## config.mk

```make
export PLATFORM = sky130hd
export DESIGN_NAME = carrier_loop_acquisition_ctrl
export DESIGN_NICKNAME = d
export VERILOG_FILES = /design/src/hw/event_counter.v /design/src/hw/gain_pwm.v /design/src/hw/carrier_loop_acquisition_ctrl.v
export VERILOG_INCLUDE_DIRS = /design/src /design/src/hw
export SDC_FILE = /design/constraint.sdc
export NUM_CORES = 1
export LEC_CHECK = 0
export BUFFER_PORTS_ARGS = -buffer_cell sky130_fd_sc_hd__buf_2
export CAP_MARGIN = 30
export CELL_PAD_IN_SITES_DETAIL_PLACEMENT = 0
export CELL_PAD_IN_SITES_GLOBAL_PLACEMENT = 2
export CORE_MARGIN = 10
export CORE_UTILIZATION = 23
export CTS_CLUSTER_DIAMETER = 120
export DETAILED_ROUTE_END_ITERATION = 7
export MAX_ROUTING_LAYER = met4
export PLACE_DENSITY = 0.56
export SYNTH_ARGS = -nofsm -noshare
export SYNTH_HDL_FRONTEND = slang
export SYNTH_SLANG_ARGS = --single-unit
export TNS_END_PERCENT = 100
```

## constraint.sdc

```tcl
create_clock -name ref_clk_i -period 3.6 [get_ports ref_clk_i]
set_clock_uncertainty 0.15 [all_clocks]
set_input_delay 0.18 -clock ref_clk_i [delete_from_list [all_inputs] [get_ports ref_clk_i]]
set_output_delay 0.18 -clock ref_clk_i [all_outputs]
set_load 0.03 [all_outputs]
```

## src/hw/carrier_loop_consts.vh

```
`ifndef CARRIER_LOOP_CONSTS_VH
`define CARRIER_LOOP_CONSTS_VH

// Register byte offsets
`define CL_OFF_CONFIG 8'h00
`define CL_OFF_STATUS 8'h04
`define CL_OFF_TRELLIS 8'h08
`define CL_OFF_RS 8'h0C
`define CL_OFF_CONTROL 8'h10
`define CL_OFF_FREQ 8'h14

// Configuration register fields
`define CL_CFG_INIT_PERIOD 0
`define CL_CFG_METHOD 1
`define CL_CFG_AVG_COUNT 2
`define CL_CFG_PULLIN_BW 3
`define CL_CFG_TRACK_BW 4
`define CL_CFG_BLIND_LO 5
`define CL_CFG_BLIND_HI 6
`define CL_CFG_DEC_LO 7
`define CL_CFG_DEC_HI 8
`define CL_CFG_WIDTH 9
`define CL_CFG_RESET 9'h000

// Control register fields
`define CL_CTL_CLR_COUNTERS 0

// Status register fields
`define CL_STS_STATE_LO 0
`define CL_STS_STATE_HI 2
`define CL_STS_SCAN_LO 8
`define CL_STS_SCAN_HI 15

// State codes reported outward
`define CL_CODE_IDLE 3'h0
`define CL_CODE_INITIAL 3'h1
`define CL_CODE_FREQ 3'h2
`define CL_CODE_SCAN 3'h3
`define CL_CODE_PULLIN_4Q 3'h4
`define CL_CODE_PULLIN_DD 3'h6
`define CL_CODE_LOCK 3'h7

// Initial period, in symbols
`define CL_INIT_SHORT_SYMBOLS 16384
`define CL_INIT_LONG_SYMBOLS 32768

// Frequency averaging counts and their log2
`define CL_AVG_SHORT_COUNT 7'h10
`define CL_AVG_LONG_COUNT 7'h40
`define CL_AVG_SHORT_SHIFT 4
`define CL_AVG_LONG_SHIFT 6

// Loop bandwidth index: 0.0015, 0.003, 0.01, 0.02
`define CL_BW_PULLIN_NARROW 2'h0
`define CL_BW_PULLIN_WIDE 2'h1
`define CL_BW_TRACK_NARROW 2'h2
`define CL_BW_TRACK_WIDE 2'h3

// Equaliser step as a right shift: step = 2^-shift
`define CL_BLIND_STEP_BASE 4'hA
`define CL_DEC_STEP_BASE 4'hD

// Gain pulse period in symbols
`define CL_GAIN_PERIOD_SYMBOLS 256

`endif

```

## src/hw/event_counter.v

```verilog
`timescale 1ns/1ns
// Saturating event counter with a clear that never loses a coincident event
module event_counter #(
  parameter WIDTH = 16
) (
  // Clock and reset
  input wire ref_clk_i,
  input wire rst_n_i,
  // Control
  input wire clear_i,
  input wire [7:0] add_i,
  // Count
  output wire [WIDTH-1:0] count_o
);

  reg [WIDTH-1:0] count_r;
  reg [WIDTH:0] sum;

  assign count_o = count_r;

  // Sum with one spare bit to detect saturation
  always @* begin
    sum = {1'b0, count_r} + {{(WIDTH-7){1'b0}}, add_i};
  end

  // Clear loads the coincident increment so it is kept
  always @(posedge ref_clk_i) begin
    if (!rst_n_i) begin
      count_r <= {WIDTH{1'b0}};
    end else if (clear_i) begin
      count_r <= {{(WIDTH-8){1'b0}}, add_i};
    end else if (sum[WIDTH]) begin
      count_r <= {WIDTH{1'b1}};
    end else begin
      count_r <= sum[WIDTH-1:0];
    end
  end

endmodule

```

## src/hw/gain_pwm.v

```verilog
`timescale 1ns/1ns
`include "carrier_loop_consts.vh"
// Gain-control pulse whose high width follows the measured level
module gain_pwm (
  // Clock and reset
  input wire ref_clk_i,
  input wire rst_n_i,
  // Symbol pacing and level
  input wire symbol_tick_i,
  input wire [7:0] signal_level_i,
  // Pulse
  output wire pulse_o
);

  reg [7:0] phase_r;
  reg [7:0] level_r;
  reg pulse_r;

  assign pulse_o = pulse_r;

  // Phase wraps every period; level latched at each period start
  always @(posedge ref_clk_i) begin
    if (!rst_n_i) begin
      phase_r <= 8'h00;
      level_r <= 8'h00;
      pulse_r <= 1'b0;
    end else if (symbol_tick_i) begin
      phase_r <= phase_r + 8'h01;
      if (phase_r == 8'hFF) begin
        level_r <= signal_level_i;
        pulse_r <= (signal_level_i != 8'h00);
      end else begin
        pulse_r <= ((phase_r + 8'h01) < level_r);
      end
    end
  end

endmodule

```

## src/hw/carrier_loop_acquisition_ctrl.v

```verilog
`timescale 1ns/1ns
`include "carrier_loop_consts.vh"
// Functional notes
// Initial period 16384 or 32768 symbols
// Timing lock moves idle to initial, blind
// Acquisition starts after whole initial period
// Method select 1 uses frequency averaging
// Otherwise scan counter steps per failure
// Average 16 or 64 frequency computations
// Configuring party should prefer 64 averages
// Pull-in bandwidth 0.0015 or 0.003
// Tracking bandwidth 0.01 or 0.02
// Blind step 1/1024 down to 1/128
// Decision step 1/8192 down to 1/1024
// Byte port with valid flag
// Sixteen-bit trellis error count
// Corrected count split high and low
// Gain pulse period 256 symbols, proportional
// Three-bit loop state code reported
// Restart returns loop to idle
// Bytes leave on user clock rising edges
// Pull-in bandwidth until lock, then tracking
// Blind step while blind, decision when locked
module carrier_loop_acquisition_ctrl #(
  parameter INIT_SHORT_SYMBOLS = `CL_INIT_SHORT_SYMBOLS,
  parameter INIT_LONG_SYMBOLS = `CL_INIT_LONG_SYMBOLS
) (
  // Clock and reset
  input wire ref_clk_i,
  input wire rst_n_i,
  // APB slave
  input wire psel_i,
  input wire penable_i,
  input wire pwrite_i,
  input wire [7:0] paddr_i,
  input wire [31:0] pwdata_i,
  output wire [31:0] prdata_o,
  output wire pready_o,
  output wire pslverr_o,
  // Loop events from the datapath
  input wire restart_i,
  input wire symbol_tick_i,
  input wire timing_lock_i,
  input wire freq_est_valid_i,
  input wire [15:0] freq_est_i,
  input wire pullin_dd_ready_i,
  input wire pullin_fail_i,
  input wire carrier_lock_i,
  // Loop controls to the datapath
  output wire [2:0] carrier_loop_state_o,
  output wire eq_blind_mode_o,
  output wire [3:0] eq_step_shift_o,
  output wire loop_enable_o,
  output wire [1:0] loop_bw_index_o,
  output wire [15:0] freq_offset_o,
  // Decoder statistics
  input wire [7:0] trellis_err_add_i,
  input wire [7:0] rs_corr_add_i,
  output wire [15:0] trellis_error_count_o,
  output wire [15:0] rs_corrected_count_hi_o,
  output wire [15:0] rs_corrected_count_lo_o,
  // Byte stream
  input wire byte_in_valid_i,
  input wire [7:0] byte_in_i,
  input wire user_output_clock_i,
  output wire [7:0] output_byte_o,
  output wire output_valid_o,
  // Gain control
  input wire [7:0] signal_level_i,
  output wire gain_control_pulse_o
);

  localparam [6:0] ST_IDLE = 7'h01;
  localparam [6:0] ST_INITIAL = 7'h02;
  localparam [6:0] ST_FREQ = 7'h04;
  localparam [6:0] ST_SCAN = 7'h08;
  localparam [6:0] ST_PULL_4Q = 7'h10;
  localparam [6:0] ST_PULL_DD = 7'h20;
  localparam [6:0] ST_LOCK = 7'h40;

  reg [31:0] prdata_r;
  reg pready_r;
  reg pslverr_r;
  reg [`CL_CFG_WIDTH-1:0] cfg_r;
  reg clr_r;
  reg [6:0] state_r;
  reg [6:0] state_nxt;
  reg [2:0] code_r;
  reg [15:0] init_cnt_r;
  reg [6:0] avg_cnt_r;
  reg [21:0] acc_r;
  reg [15:0] avg_r;
  reg [7:0] scan_r;
  reg blind_r;
  reg [3:0] step_r;
  reg loop_en_r;
  reg [1:0] bw_r;
  reg [15:0] freq_r;
  reg [15:0] trellis_o_r;
  reg [15:0] rs_hi_r;
  reg [15:0] rs_lo_r;
  reg uclk_s1_r;
  reg uclk_s2_r;
  reg uclk_s3_r;
  reg [7:0] hold_r;
  reg hold_v_r;
  reg [7:0] obyte_r;
  reg ovalid_r;
  wire [15:0] trellis_cnt;
  wire [31:0] rs_cnt;
  wire [15:0] init_last;
  wire [6:0] avg_target;
  wire apb_wr;
  wire uclk_rise;

  assign prdata_o = prdata_r;
  assign pready_o = pready_r;
  assign pslverr_o = pslverr_r;
  assign carrier_loop_state_o = code_r;
  assign eq_blind_mode_o = blind_r;
  assign eq_step_shift_o = step_r;
  assign loop_enable_o = loop_en_r;
  assign loop_bw_index_o = bw_r;
  assign freq_offset_o = freq_r;
  assign trellis_error_count_o = trellis_o_r;
  assign rs_corrected_count_hi_o = rs_hi_r;
  assign rs_corrected_count_lo_o = rs_lo_r;
  assign output_byte_o = obyte_r;
  assign output_valid_o = ovalid_r;

  // Reported code for a one-hot state
  function [2:0] state_code;
    input [6:0] st;
    begin
      case (st)
        ST_IDLE: state_code = `CL_CODE_IDLE;
        ST_INITIAL: state_code = `CL_CODE_INITIAL;
        ST_FREQ: state_code = `CL_CODE_FREQ;
        ST_SCAN: state_code = `CL_CODE_SCAN;
        ST_PULL_4Q: state_code = `CL_CODE_PULLIN_4Q;
        ST_PULL_DD: state_code = `CL_CODE_PULLIN_DD;
        ST_LOCK: state_code = `CL_CODE_LOCK;
        default: state_code = `CL_CODE_IDLE;
      endcase
    end
  endfunction

  // APB write strobe at the access edge
  assign apb_wr = psel_i & penable_i & pready_r & pwrite_i;

  // APB slave: one wait-free access phase, error on unmapped offsets
  always @(posedge ref_clk_i) begin
    if (!rst_n_i) begin
      prdata_r <= 32'h00000000;
      pready_r <= 1'b0;
      pslverr_r <= 1'b0;
      cfg_r <= `CL_CFG_RESET;
      clr_r <= 1'b0;
    end else begin
      pready_r <= psel_i & ~penable_i;
      clr_r <= 1'b0;
      if (psel_i & ~penable_i) begin
        pslverr_r <= 1'b0;
        prdata_r <= 32'h00000000;
        case (paddr_i)
          `CL_OFF_CONFIG: prdata_r <= {23'h000000, cfg_r};
          `CL_OFF_STATUS: prdata_r <= {16'h0000, scan_r, 5'h00, code_r};
          `CL_OFF_TRELLIS: prdata_r <= {16'h0000, trellis_cnt};
          `CL_OFF_RS: prdata_r <= rs_cnt;
          `CL_OFF_CONTROL: prdata_r <= 32'h00000000;
          `CL_OFF_FREQ: prdata_r <= {16'h0000, freq_r};
          default: pslverr_r <= 1'b1;
        endcase
      end
      if (apb_wr && paddr_i == `CL_OFF_CONFIG) begin
        cfg_r <= pwdata_i[`CL_CFG_WIDTH-1:0];
      end
      if (apb_wr && paddr_i == `CL_OFF_CONTROL) begin
        clr_r <= pwdata_i[`CL_CTL_CLR_COUNTERS];
      end
    end
  end

  // initial period length
  assign init_last = cfg_r[`CL_CFG_INIT_PERIOD] ? INIT_LONG_SYMBOLS[15:0] - 16'h0001 :
                     INIT_SHORT_SYMBOLS[15:0] - 16'h0001;
  // averaging count
  assign avg_target = cfg_r[`CL_CFG_AVG_COUNT] ? `CL_AVG_LONG_COUNT : `CL_AVG_SHORT_COUNT;

  // Next loop state
  always @* begin
    state_nxt = state_r;
    case (state_r)
      // leave idle on timing lock
      ST_IDLE: begin
        if (timing_lock_i) begin
          state_nxt = ST_INITIAL;
        end
      end
      // start acquisition after full period
      ST_INITIAL: begin
        if (symbol_tick_i && init_cnt_r == init_last) begin
          state_nxt = cfg_r[`CL_CFG_METHOD] ? ST_FREQ : ST_SCAN;
        end
      end
      ST_FREQ: begin
        if (freq_est_valid_i && avg_cnt_r == avg_target - 7'h01) begin
          state_nxt = ST_PULL_4Q;
        end
      end
      ST_SCAN: begin
        state_nxt = ST_PULL_4Q;
      end
      ST_PULL_4Q, ST_PULL_DD: begin
        if (carrier_lock_i) begin
          state_nxt = ST_LOCK;
        end else if (pullin_fail_i) begin
          state_nxt = cfg_r[`CL_CFG_METHOD] ? ST_FREQ : ST_SCAN;
        end else if (pullin_dd_ready_i) begin
          state_nxt = ST_PULL_DD;
        end
      end
      ST_LOCK: begin
        if (!carrier_lock_i) begin
          state_nxt = cfg_r[`CL_CFG_METHOD] ? ST_FREQ : ST_SCAN;
        end
      end
      default: state_nxt = ST_IDLE;
    endcase
    // restart or lost timing lock returns to idle
    if (restart_i || !timing_lock_i) begin
      state_nxt = ST_IDLE;
    end
  end

  // State, counters and frequency estimate
  always @(posedge ref_clk_i) begin
    if (!rst_n_i) begin
      state_r <= ST_IDLE;
      code_r <= `CL_CODE_IDLE;
      init_cnt_r <= 16'h0000;
      avg_cnt_r <= 7'h00;
      acc_r <= 22'h000000;
      avg_r <= 16'h0000;
      scan_r <= 8'h00;
    end else begin
      state_r <= state_nxt;
      // state code
      code_r <= state_code(state_nxt);
      // symbol count in initial state
      if (state_r != ST_INITIAL) begin
        init_cnt_r <= 16'h0000;
      end else if (symbol_tick_i) begin
        init_cnt_r <= init_cnt_r + 16'h0001;
      end
      // accumulate then average
      if (state_r != ST_FREQ) begin
        avg_cnt_r <= 7'h00;
        acc_r <= 22'h000000;
      end else if (freq_est_valid_i) begin
        avg_cnt_r <= avg_cnt_r + 7'h01;
        acc_r <= acc_r + {{6{freq_est_i[15]}}, freq_est_i};
        if (state_nxt == ST_PULL_4Q) begin
          avg_r <= cfg_r[`CL_CFG_AVG_COUNT] ?
                   avg_sum_shift(acc_r + {{6{freq_est_i[15]}}, freq_est_i}, 1'b1) :
                   avg_sum_shift(acc_r + {{6{freq_est_i[15]}}, freq_est_i}, 1'b0);
        end
      end
      // scan step on each failed pull-in
      if (state_nxt == ST_IDLE) begin
        scan_r <= 8'h00;
      end else if (pullin_fail_i && state_nxt == ST_SCAN &&
                   (state_r == ST_PULL_4Q || state_r == ST_PULL_DD)) begin
        scan_r <= scan_r + 8'h01;
      end
    end
  end

  // Arithmetic mean of the accumulator
  function [15:0] avg_sum_shift;
    input [21:0] sum;
    input long_sel;
    begin
      if (long_sel) begin
        avg_sum_shift = sum[`CL_AVG_LONG_SHIFT+15:`CL_AVG_LONG_SHIFT];
      end else begin
        avg_sum_shift = sum[`CL_AVG_SHORT_SHIFT+15:`CL_AVG_SHORT_SHIFT];
      end
    end
  endfunction

  // Loop and equaliser controls from the state
  always @(posedge ref_clk_i) begin
    if (!rst_n_i) begin
      blind_r <= 1'b0;
      step_r <= `CL_BLIND_STEP_BASE;
      loop_en_r <= 1'b0;
      bw_r <= `CL_BW_PULLIN_NARROW;
      freq_r <= 16'h0000;
    end else begin
      // blind from initial until lock
      blind_r <= (state_r != ST_IDLE) && (state_r != ST_LOCK);
      // step selection
      if (state_r == ST_LOCK) begin
        step_r <= `CL_DEC_STEP_BASE - {2'b00, cfg_r[`CL_CFG_DEC_HI:`CL_CFG_DEC_LO]};
      end else begin
        step_r <= `CL_BLIND_STEP_BASE - {2'b00, cfg_r[`CL_CFG_BLIND_HI:`CL_CFG_BLIND_LO]};
      end
      loop_en_r <= (state_r == ST_PULL_4Q) || (state_r == ST_PULL_DD) || (state_r == ST_LOCK);
      // bandwidth selection
      if (state_r == ST_LOCK) begin
        bw_r <= cfg_r[`CL_CFG_TRACK_BW] ? `CL_BW_TRACK_WIDE : `CL_BW_TRACK_NARROW;
      end else begin
        bw_r <= cfg_r[`CL_CFG_PULLIN_BW] ? `CL_BW_PULLIN_WIDE : `CL_BW_PULLIN_NARROW;
      end
      // offset source
      freq_r <= cfg_r[`CL_CFG_METHOD] ? avg_r : {scan_r, 8'h00};
    end
  end

  // trellis error counter
  event_counter #(
    .WIDTH(16)
  ) u_trellis_cnt (
    .ref_clk_i(ref_clk_i),
    .rst_n_i(rst_n_i),
    .clear_i(clr_r),
    .add_i(trellis_err_add_i),
    .count_o(trellis_cnt)
  );

  // corrected error counter
  event_counter #(
    .WIDTH(32)
  ) u_rs_cnt (
    .ref_clk_i(ref_clk_i),
    .rst_n_i(rst_n_i),
    .clear_i(clr_r),
    .add_i(rs_corr_add_i),
    .count_o(rs_cnt)
  );

  // split statistics onto output flops
  always @(posedge ref_clk_i) begin
    if (!rst_n_i) begin
      trellis_o_r <= 16'h0000;
      rs_hi_r <= 16'h0000;
      rs_lo_r <= 16'h0000;
    end else begin
      trellis_o_r <= trellis_cnt;
      rs_hi_r <= rs_cnt[31:16];
      rs_lo_r <= rs_cnt[15:0];
    end
  end

  // User clock synchroniser and edge detect
  always @(posedge ref_clk_i) begin
    if (!rst_n_i) begin
      uclk_s1_r <= 1'b0;
      uclk_s2_r <= 1'b0;
      uclk_s3_r <= 1'b0;
    end else begin
      uclk_s1_r <= user_output_clock_i;
      uclk_s2_r <= uclk_s1_r;
      uclk_s3_r <= uclk_s2_r;
    end
  end
  assign uclk_rise = uclk_s2_r & ~uclk_s3_r;

  // hold byte, present it on user clock edge
  always @(posedge ref_clk_i) begin
    if (!rst_n_i) begin
      hold_r <= 8'h00;
      hold_v_r <= 1'b0;
      obyte_r <= 8'h00;
      ovalid_r <= 1'b0;
    end else begin
      if (uclk_rise) begin
        obyte_r <= hold_r;
        ovalid_r <= hold_v_r;
      end
      if (byte_in_valid_i) begin
        hold_r <= byte_in_i;
        hold_v_r <= 1'b1;
      end else if (uclk_rise) begin
        hold_v_r <= 1'b0;
      end
    end
  end

  // gain pulse generator
  gain_pwm u_gain_pwm (
    .ref_clk_i(ref_clk_i),
    .rst_n_i(rst_n_i),
    .symbol_tick_i(symbol_tick_i),
    .signal_level_i(signal_level_i),
    .pulse_o(gain_control_pulse_o)
  );

endmodule

```

==> flow_summary.ini, run 1 <==
[clock_tree]
insertion_delay_ns = 0.55
htreeDepth = 2
path_clk_slew_ns = 0.06
postCtsSetupBuffers = 0
cts_root_buf = clkbuf_16
cts_buffers = 37
clk_path_buf_depth = 3
cts_tree = done
cts_hold_buffers = 68
cts.sinks = 281
cts_resized = 0

[sta]
hold_violations = 0
slew_violations = 0
period_needed_ns = 3.326
fmax_ghz = 0.3006
fin_crit_sh = 0.9240
fin_setup_tns_ns = 0
grt_setup_unrepaired = false
setup_viol = 0
slew_headroom = 0.4198
tightest_slew_ns = 0.8694

[floorplan]
die_h_um = 255.2
core_um2 = 54990
rows = 86
io_pins = 221
dieArea_um2 = 65140
initial_utilization = 0.2315
dieWidth_um = 255.2

[logic_synthesis]
ys_ff_latch = 281
synth-xor-area-share = 0.05712
synth_top_family_by_area = simple AND/OR/NAND/NOR gates
async_reset_ff_frac = 0
synth_nets = 1588
ys_seq_area_frac = 0.4420
synthCells = 1434
synth_compound_area_frac = 0.1425
synth_fa_ha_area_frac = 0.05466
synth.distinct_cells = 68
netlist_area_um2 = 12730
synth-simple-area-share = 0.2074
synth.avg_cell_area_um2 = 8.875
muxShareOfSynthArea = 0.06262
ys_warn_count = 0
synth_edf_count = 0
synth-main-ff-cell = dfxtp_1

[power_and_ir_drop]
power_density_nw_per_um2 = 493.0
leakagePower_nw = 6.867
vdd_ir_drop_max_uv = 256.3

[drt]
drcViolationCount = 0
postRouteAntennaNets = 0
vias_per_cell = 4.419
first_pass_iters = 5
wirelength_um = 43690
wl_per_cell_um = 17.72
drt-initial-drc-count = 446
vias = 10900

[critical_path]
critPathArrivalTime_ns = 3.66
required_ns = 3.93
critPathMaxFanout = 7
path_class = flop to flop
start_kind = flop
end_kind = flop

[placement]
hpwlAfterDp_um = 32200
place_area_um2 = 14560
port_buffers = 197
place_congestion = 0.7816

[status]
status = completed

[layout]
post-route-cell-area_um2 = 16470
area.sequential_um2 = 5625
synthToLayoutAreaGrowth_pct = 29.37
multi_input_area_um2 = 6680
fill_cells = 5861
nets = 1847
drive_above_1_share = 0.1712

[global_route]
antenna_found_initial = 2
overflow = 0
grt_pass1_vias = 11190
grt_pass1_wl_um = 66650
grt_max_degree = 59
grt_use_total = 0.1358

[hold_path]
hold_class = input port to flop

[run]
drv_cap = 0
## area by class of cell
class,instances,share of cell area
diodes,1,0.0001520
clock buffers,54,0.06634
clock inverters,9,0.007675
inverters,36,0.008283
multi-input cells,1048,0.4057
flip-flops and latches,281,0.3416
well taps,748,0.05684
repair buffers,289,0.1134
## worst max-delay path, cell delays in order (launching register included)
cell           delay (ns)
dfxtp_1              0.39
nor4_2               0.51
nand2_1              0.14
or3b_2               0.52
nor2_1               0.11
a21oi_1              0.04
dlygate4sd3_1        0.59
a211oi_1             0.25
dlygate4sd3_1        0.57
## layout by cell type, fill, tap and decap left out, types with 9 or more instances in the layout
cell,Yosys,routed
a211oi_1,14,14
a21o_1,10,10
a21oi_1,85,85
a221oi_1,12,12
a22oi_1,17,17
a31oi_1,34,34
and2_1,58,58
and3_1,34,34
buf_2,1,197
buf_4,1,23
clkbuf_1,60,9
clkbuf_16,0,39
dfxtp_1,281,281
dlygate4sd3_1,0,68
ha_1,49,49
inv_1,34,34
mux2i_1,74,74
nand2_1,112,112
nand2b_1,15,15
nand3_1,24,24
nand4_1,20,20
nor2_1,207,207
nor2b_1,9,9
nor3_1,27,27
o21a_1,9,9
o21ai_0,67,67
xnor2_1,40,40
xor2_1,43,43
## power by group
group	switching (mW)	leakage, nW	internal [mW]
registers	0.111	2.27	3.24
logic	0.590	3.99	0.432
clock network	1.43	0.597	2.31
## metal layers
| layer | up-vias | global-route usage | share of wire |
|---|---|---|---|
| met3 | 39 | 0.03340 | 0.058 |
| met1 | 5109 | 0.1776 | 0.49 |
| met5 | - | - | 0 |
| met4 | 0 | 0.03196 | 0.016 |
| li1 | 5559 | - | - |
| met2 | 191 | 0.2075 | 0.44 |
## logic make-up after synthesis
group | Yosys count
simple gates | 545
compound gates | 288
flops | 281
buf+inv | 105
xor+xnor | 83
mux | 78
fa+ha+maj | 54
## Yosys cell counts (4+ instances only)
master,n,share of area
and4_1,7,0.0048
a311oi_1,4,0.0028
xnor2_1,40,0.028
dfxtp_1,281,0.44
buf_1,6,0.0018
and3_1,34,0.017
nor2_1,207,0.061
a21o_1,10,0.0059
o21ai_0,67,0.026
nand2_1,112,0.033
a21boi_0,4,0.0024
a211oi_1,14,0.0083
clkbuf_1,60,0.018
nand3_1,24,0.0094
inv_1,34,0.010
nand4_1,20,0.0098
or3_1,6,0.0029
a22oi_1,17,0.010
a221oi_1,12,0.0083
nand2b_1,15,0.0074
nor4_1,6,0.0029
a21oi_1,85,0.033
o21a_1,9,0.0053
a222oi_1,4,0.0031
ha_1,49,0.048
a31oi_1,34,0.017
xor2_1,43,0.030
o211ai_1,4,0.0024
nor2b_1,9,0.0044
mux2i_1,74,0.058
nor3_1,27,0.011
and2_1,58,0.029
## state kept, by name, indices dropped and copies added (netlist names), 3 cells and up
name,count
cfg_r,9
avg_cnt_r,7
state_r,7
u_gain_pwm.phase_r,8
eq_step_shift_o,4
acc_r,22
avg_r,16
rs_corrected_count_lo_o,16
scan_r,8
freq_offset_o,16
u_rs_cnt.count_o,32
output_byte_o,8
u_gain_pwm.level_r,8
carrier_loop_state_o,3
hold_r,8
u_trellis_cnt.count_o,16
rs_corrected_count_hi_o,16
prdata_o,32
trellis_error_count_o,16
init_cnt_r,16
## worst paths after layout
kind / cells past startpoint / end / slack, ns / start
worst min register to register: 1 / uclk_s2_r / 0.28 / uclk_s1_r
worst max register to register: 8 / state_r[4] / 0.27 / state_r[1]
worst min-delay path: 5 / carrier_loop_state_o[0] / 0.02 / restart_i
worst max-delay path: 8 / state_r[4] / 0.27 / state_r[1]
## metrics by stage
| step | std cells | setup WS (ns) | hold WS, ns | util | total power [mW] |
|---|---|---|---|---|---|
| 2_1_floorplan | 1434 | 0.8942 | 0.1573 | - | 4.059 |
| 3_3_place_gp | 2333 | 0.5445 | 0.2672 | 0.2644 | 4.383 |
| 3_5_place_dp | 2334 | 0.4970 | 0.2734 | 0.2649 | 4.386 |
| 4_1_cts | 2465 | 0.3734 | 0.01358 | 0.2994 | 8.291 |
| 5_1_grt | 2466 | 0.1294 | 0.06000 | 0.2995 | 8.522 |
| 6_report | 2466 | 0.2737 | 0.01869 | 0.2995 | 8.117 |
No activity file was read; power rests on OpenSTA's default activity.
==> inputs of run 2 (changes only) <==
--- a/config.mk
+++ b/config.mk
@@ -12,9 +12,8 @@
 export CELL_PAD_IN_SITES_GLOBAL_PLACEMENT = 2
 export CORE_MARGIN = 10
 export CORE_UTILIZATION = 23
-export CTS_CLUSTER_DIAMETER = 120
+export CTS_CLUSTER_DIAMETER = 60
 export DETAILED_ROUTE_END_ITERATION = 7
-export MAX_ROUTING_LAYER = met4
 export PLACE_DENSITY = 0.56
 export SYNTH_ARGS = -nofsm -noshare
 export SYNTH_HDL_FRONTEND = slang
==> flow_summary.ini, run 2 (synthesis results as in run 1) <==
[status]
status = completed

[clock_tree]
path_clk_slew_ns = 0.06
cts.sinks = 281
clk_path_buf_depth = 3
cts_tree = done
cts_root_buf = clkbuf_16
htreeDepth = 2
cts_resized = 0
cts_buffers = 43
insertion_delay_ns = 0.57

[placement]
place_area_um2 = 14560
place_ws_ns = 0.4970
port_buffers = 197
hpwlAfterDp_um = 32200
place_congestion = 0.7730

[critical_path]
crit_end = state_r[4]
start_kind = flop
worst_r2r_endpoint = state_r[4]
rr_worst_depth = 8
critPathArrivalTime_ns = 3.64
cp-startpoint = state_r[0]
slowest_stage = dlygate4sd3_1
reg2reg_slack_ns = 0.32
critPathMaxFanout = 7
critPathMaxStageDelay_ns = 0.59
reg2reg_from = state_r[0]
critPathMostFrequentCell = dlygate4sd3_1
required_ns = 3.97
path_class = flop to flop
end_kind = flop
worstPathCellList = nor4_2, nand2_1, or3b_2, nor2_1, a21oi_1, dlygate4sd3_1, a211oi_1, dlygate4sd3_1

[drt]
vias_per_cell = 4.432
drcViolationCount = 0
wl_per_cell_um = 17.60
vias = 11000
first_pass_iters = 5
drt-initial-drc-count = 476
postRouteAntennaNets = 0
wirelength_um = 43700

[sta]
timing.final.ws_setup_ns = 0.3247
tightest_slew_ns = 0.8678
fin_setup_tns_ns = 0
fmax_ghz = 0.3053
hold_violations = 0
slew_headroom = 0.4209
grt_setup_unrepaired = false
setup_viol = 0
whs_ns = 0.05021
period_needed_ns = 3.275
slew_violations = 0
fin_crit_sh = 0.9098

[floorplan]
rows = 86
dieArea_um2 = 65140
core_um2 = 54990
dieWidth_um = 255.2
die_h_um = 255.2
io_pins = 221
initial_utilization = 0.2315

[global_route]
grt_use_total = 0.1319
grt_pass1_wl_um = 66780
antenna_found_initial = 2
overflow = 0
grt_pass1_vias = 11290
grt_max_degree = 59

[layout]
layout_common_cells = 281 x dfxtp_1, 207 x nor2_1, 197 x buf_2
final_common_cell = dfxtp_1
synthToLayoutAreaGrowth_pct = 31.50
diodes = 0
post-route-cell-area_um2 = 16740
drive_above_1_share = 0.1817
nets = 1854

[power_and_ir_drop]
leakagePower_nw = 7.003
power_density_nw_per_um2 = 519.5
vdd_ir_drop_max_uv = 303.7

[hold_path]
hold_class = input port to flop

[run]
drv_cap = 0
## run 2: how the worst min path moves through the flow
| stage | startpoint | end | slack [ns] | depth (start not counted) |
|---|---|---|---|---|
| 2_1_floorplan | user_output_clock_i | uclk_s1_r | 0.16 | 1 |
| 6_report | psel_i | prdata_o[0] | 0.05 | 4 |
| 4_1_cts | psel_i | prdata_o[0] | 0.008 | 4 |
| 3_3_place_gp | uclk_s1_r | uclk_s2_r | 0.27 | 1 |
| 5_1_grt | psel_i | prdata_o[0] | 0.06 | 4 |
| 3_5_place_dp | uclk_s1_r | uclk_s2_r | 0.27 | 1 |
## run 2: worst max-delay path: cells and delay by family (launching register included)
family,cells,cell delay [ns]
and+or+nand+nor,4,1.25
buffers and inverters,2,1.16
DFF,1,0.38
AOI/OAI and AO/OA,2,0.29
## run 2: final cells by class
class | instances | area [um2]
fill | 5852 | 38250
multi-input combinational | 1048 | 6680
sequential | 281 | 5625
timing repair buffer | 290 | 1877
clock buffer | 54 | 1199
tap | 748 | 935.9
clock inverter | 25 | 282.8
inverter | 36 | 136.4
## run 2: power breakdown
group          switching, mW  leakage, nW  total, mW  internal (mW)
sequential             0.111         2.27       3.35           3.24
clock                   1.64        0.729       4.32           2.68
combinational          0.590         4.00       1.02          0.432
total                   2.34         7.00       8.69           6.35
## run 2: metal layers
layer	vias up	track usage	routed length [um]
met5	-	0	13
li1	5586	-	-
met2	213	0.2039	18900
met1	5135	0.1759	20960
met4	2	0.04454	994
met3	63	0.03310	2834
## run 2: through the flow
stage,instances,power [mW],utilization
3_5_place_dp,2334,4.386,0.2649
2_1_floorplan,1434,4.059,-
6_report,2482,8.695,0.3044
3_3_place_gp,2333,4.383,0.2644
5_1_grt,2482,9.093,0.3044
4_1_cts,2482,8.842,0.3044
## run 2: repair_timing
action	CTS	global route
hold buffers	69	0
hold endpoints to repair	74	0
buffers inserted	0	0
endpoints found under the setup margin	0	0
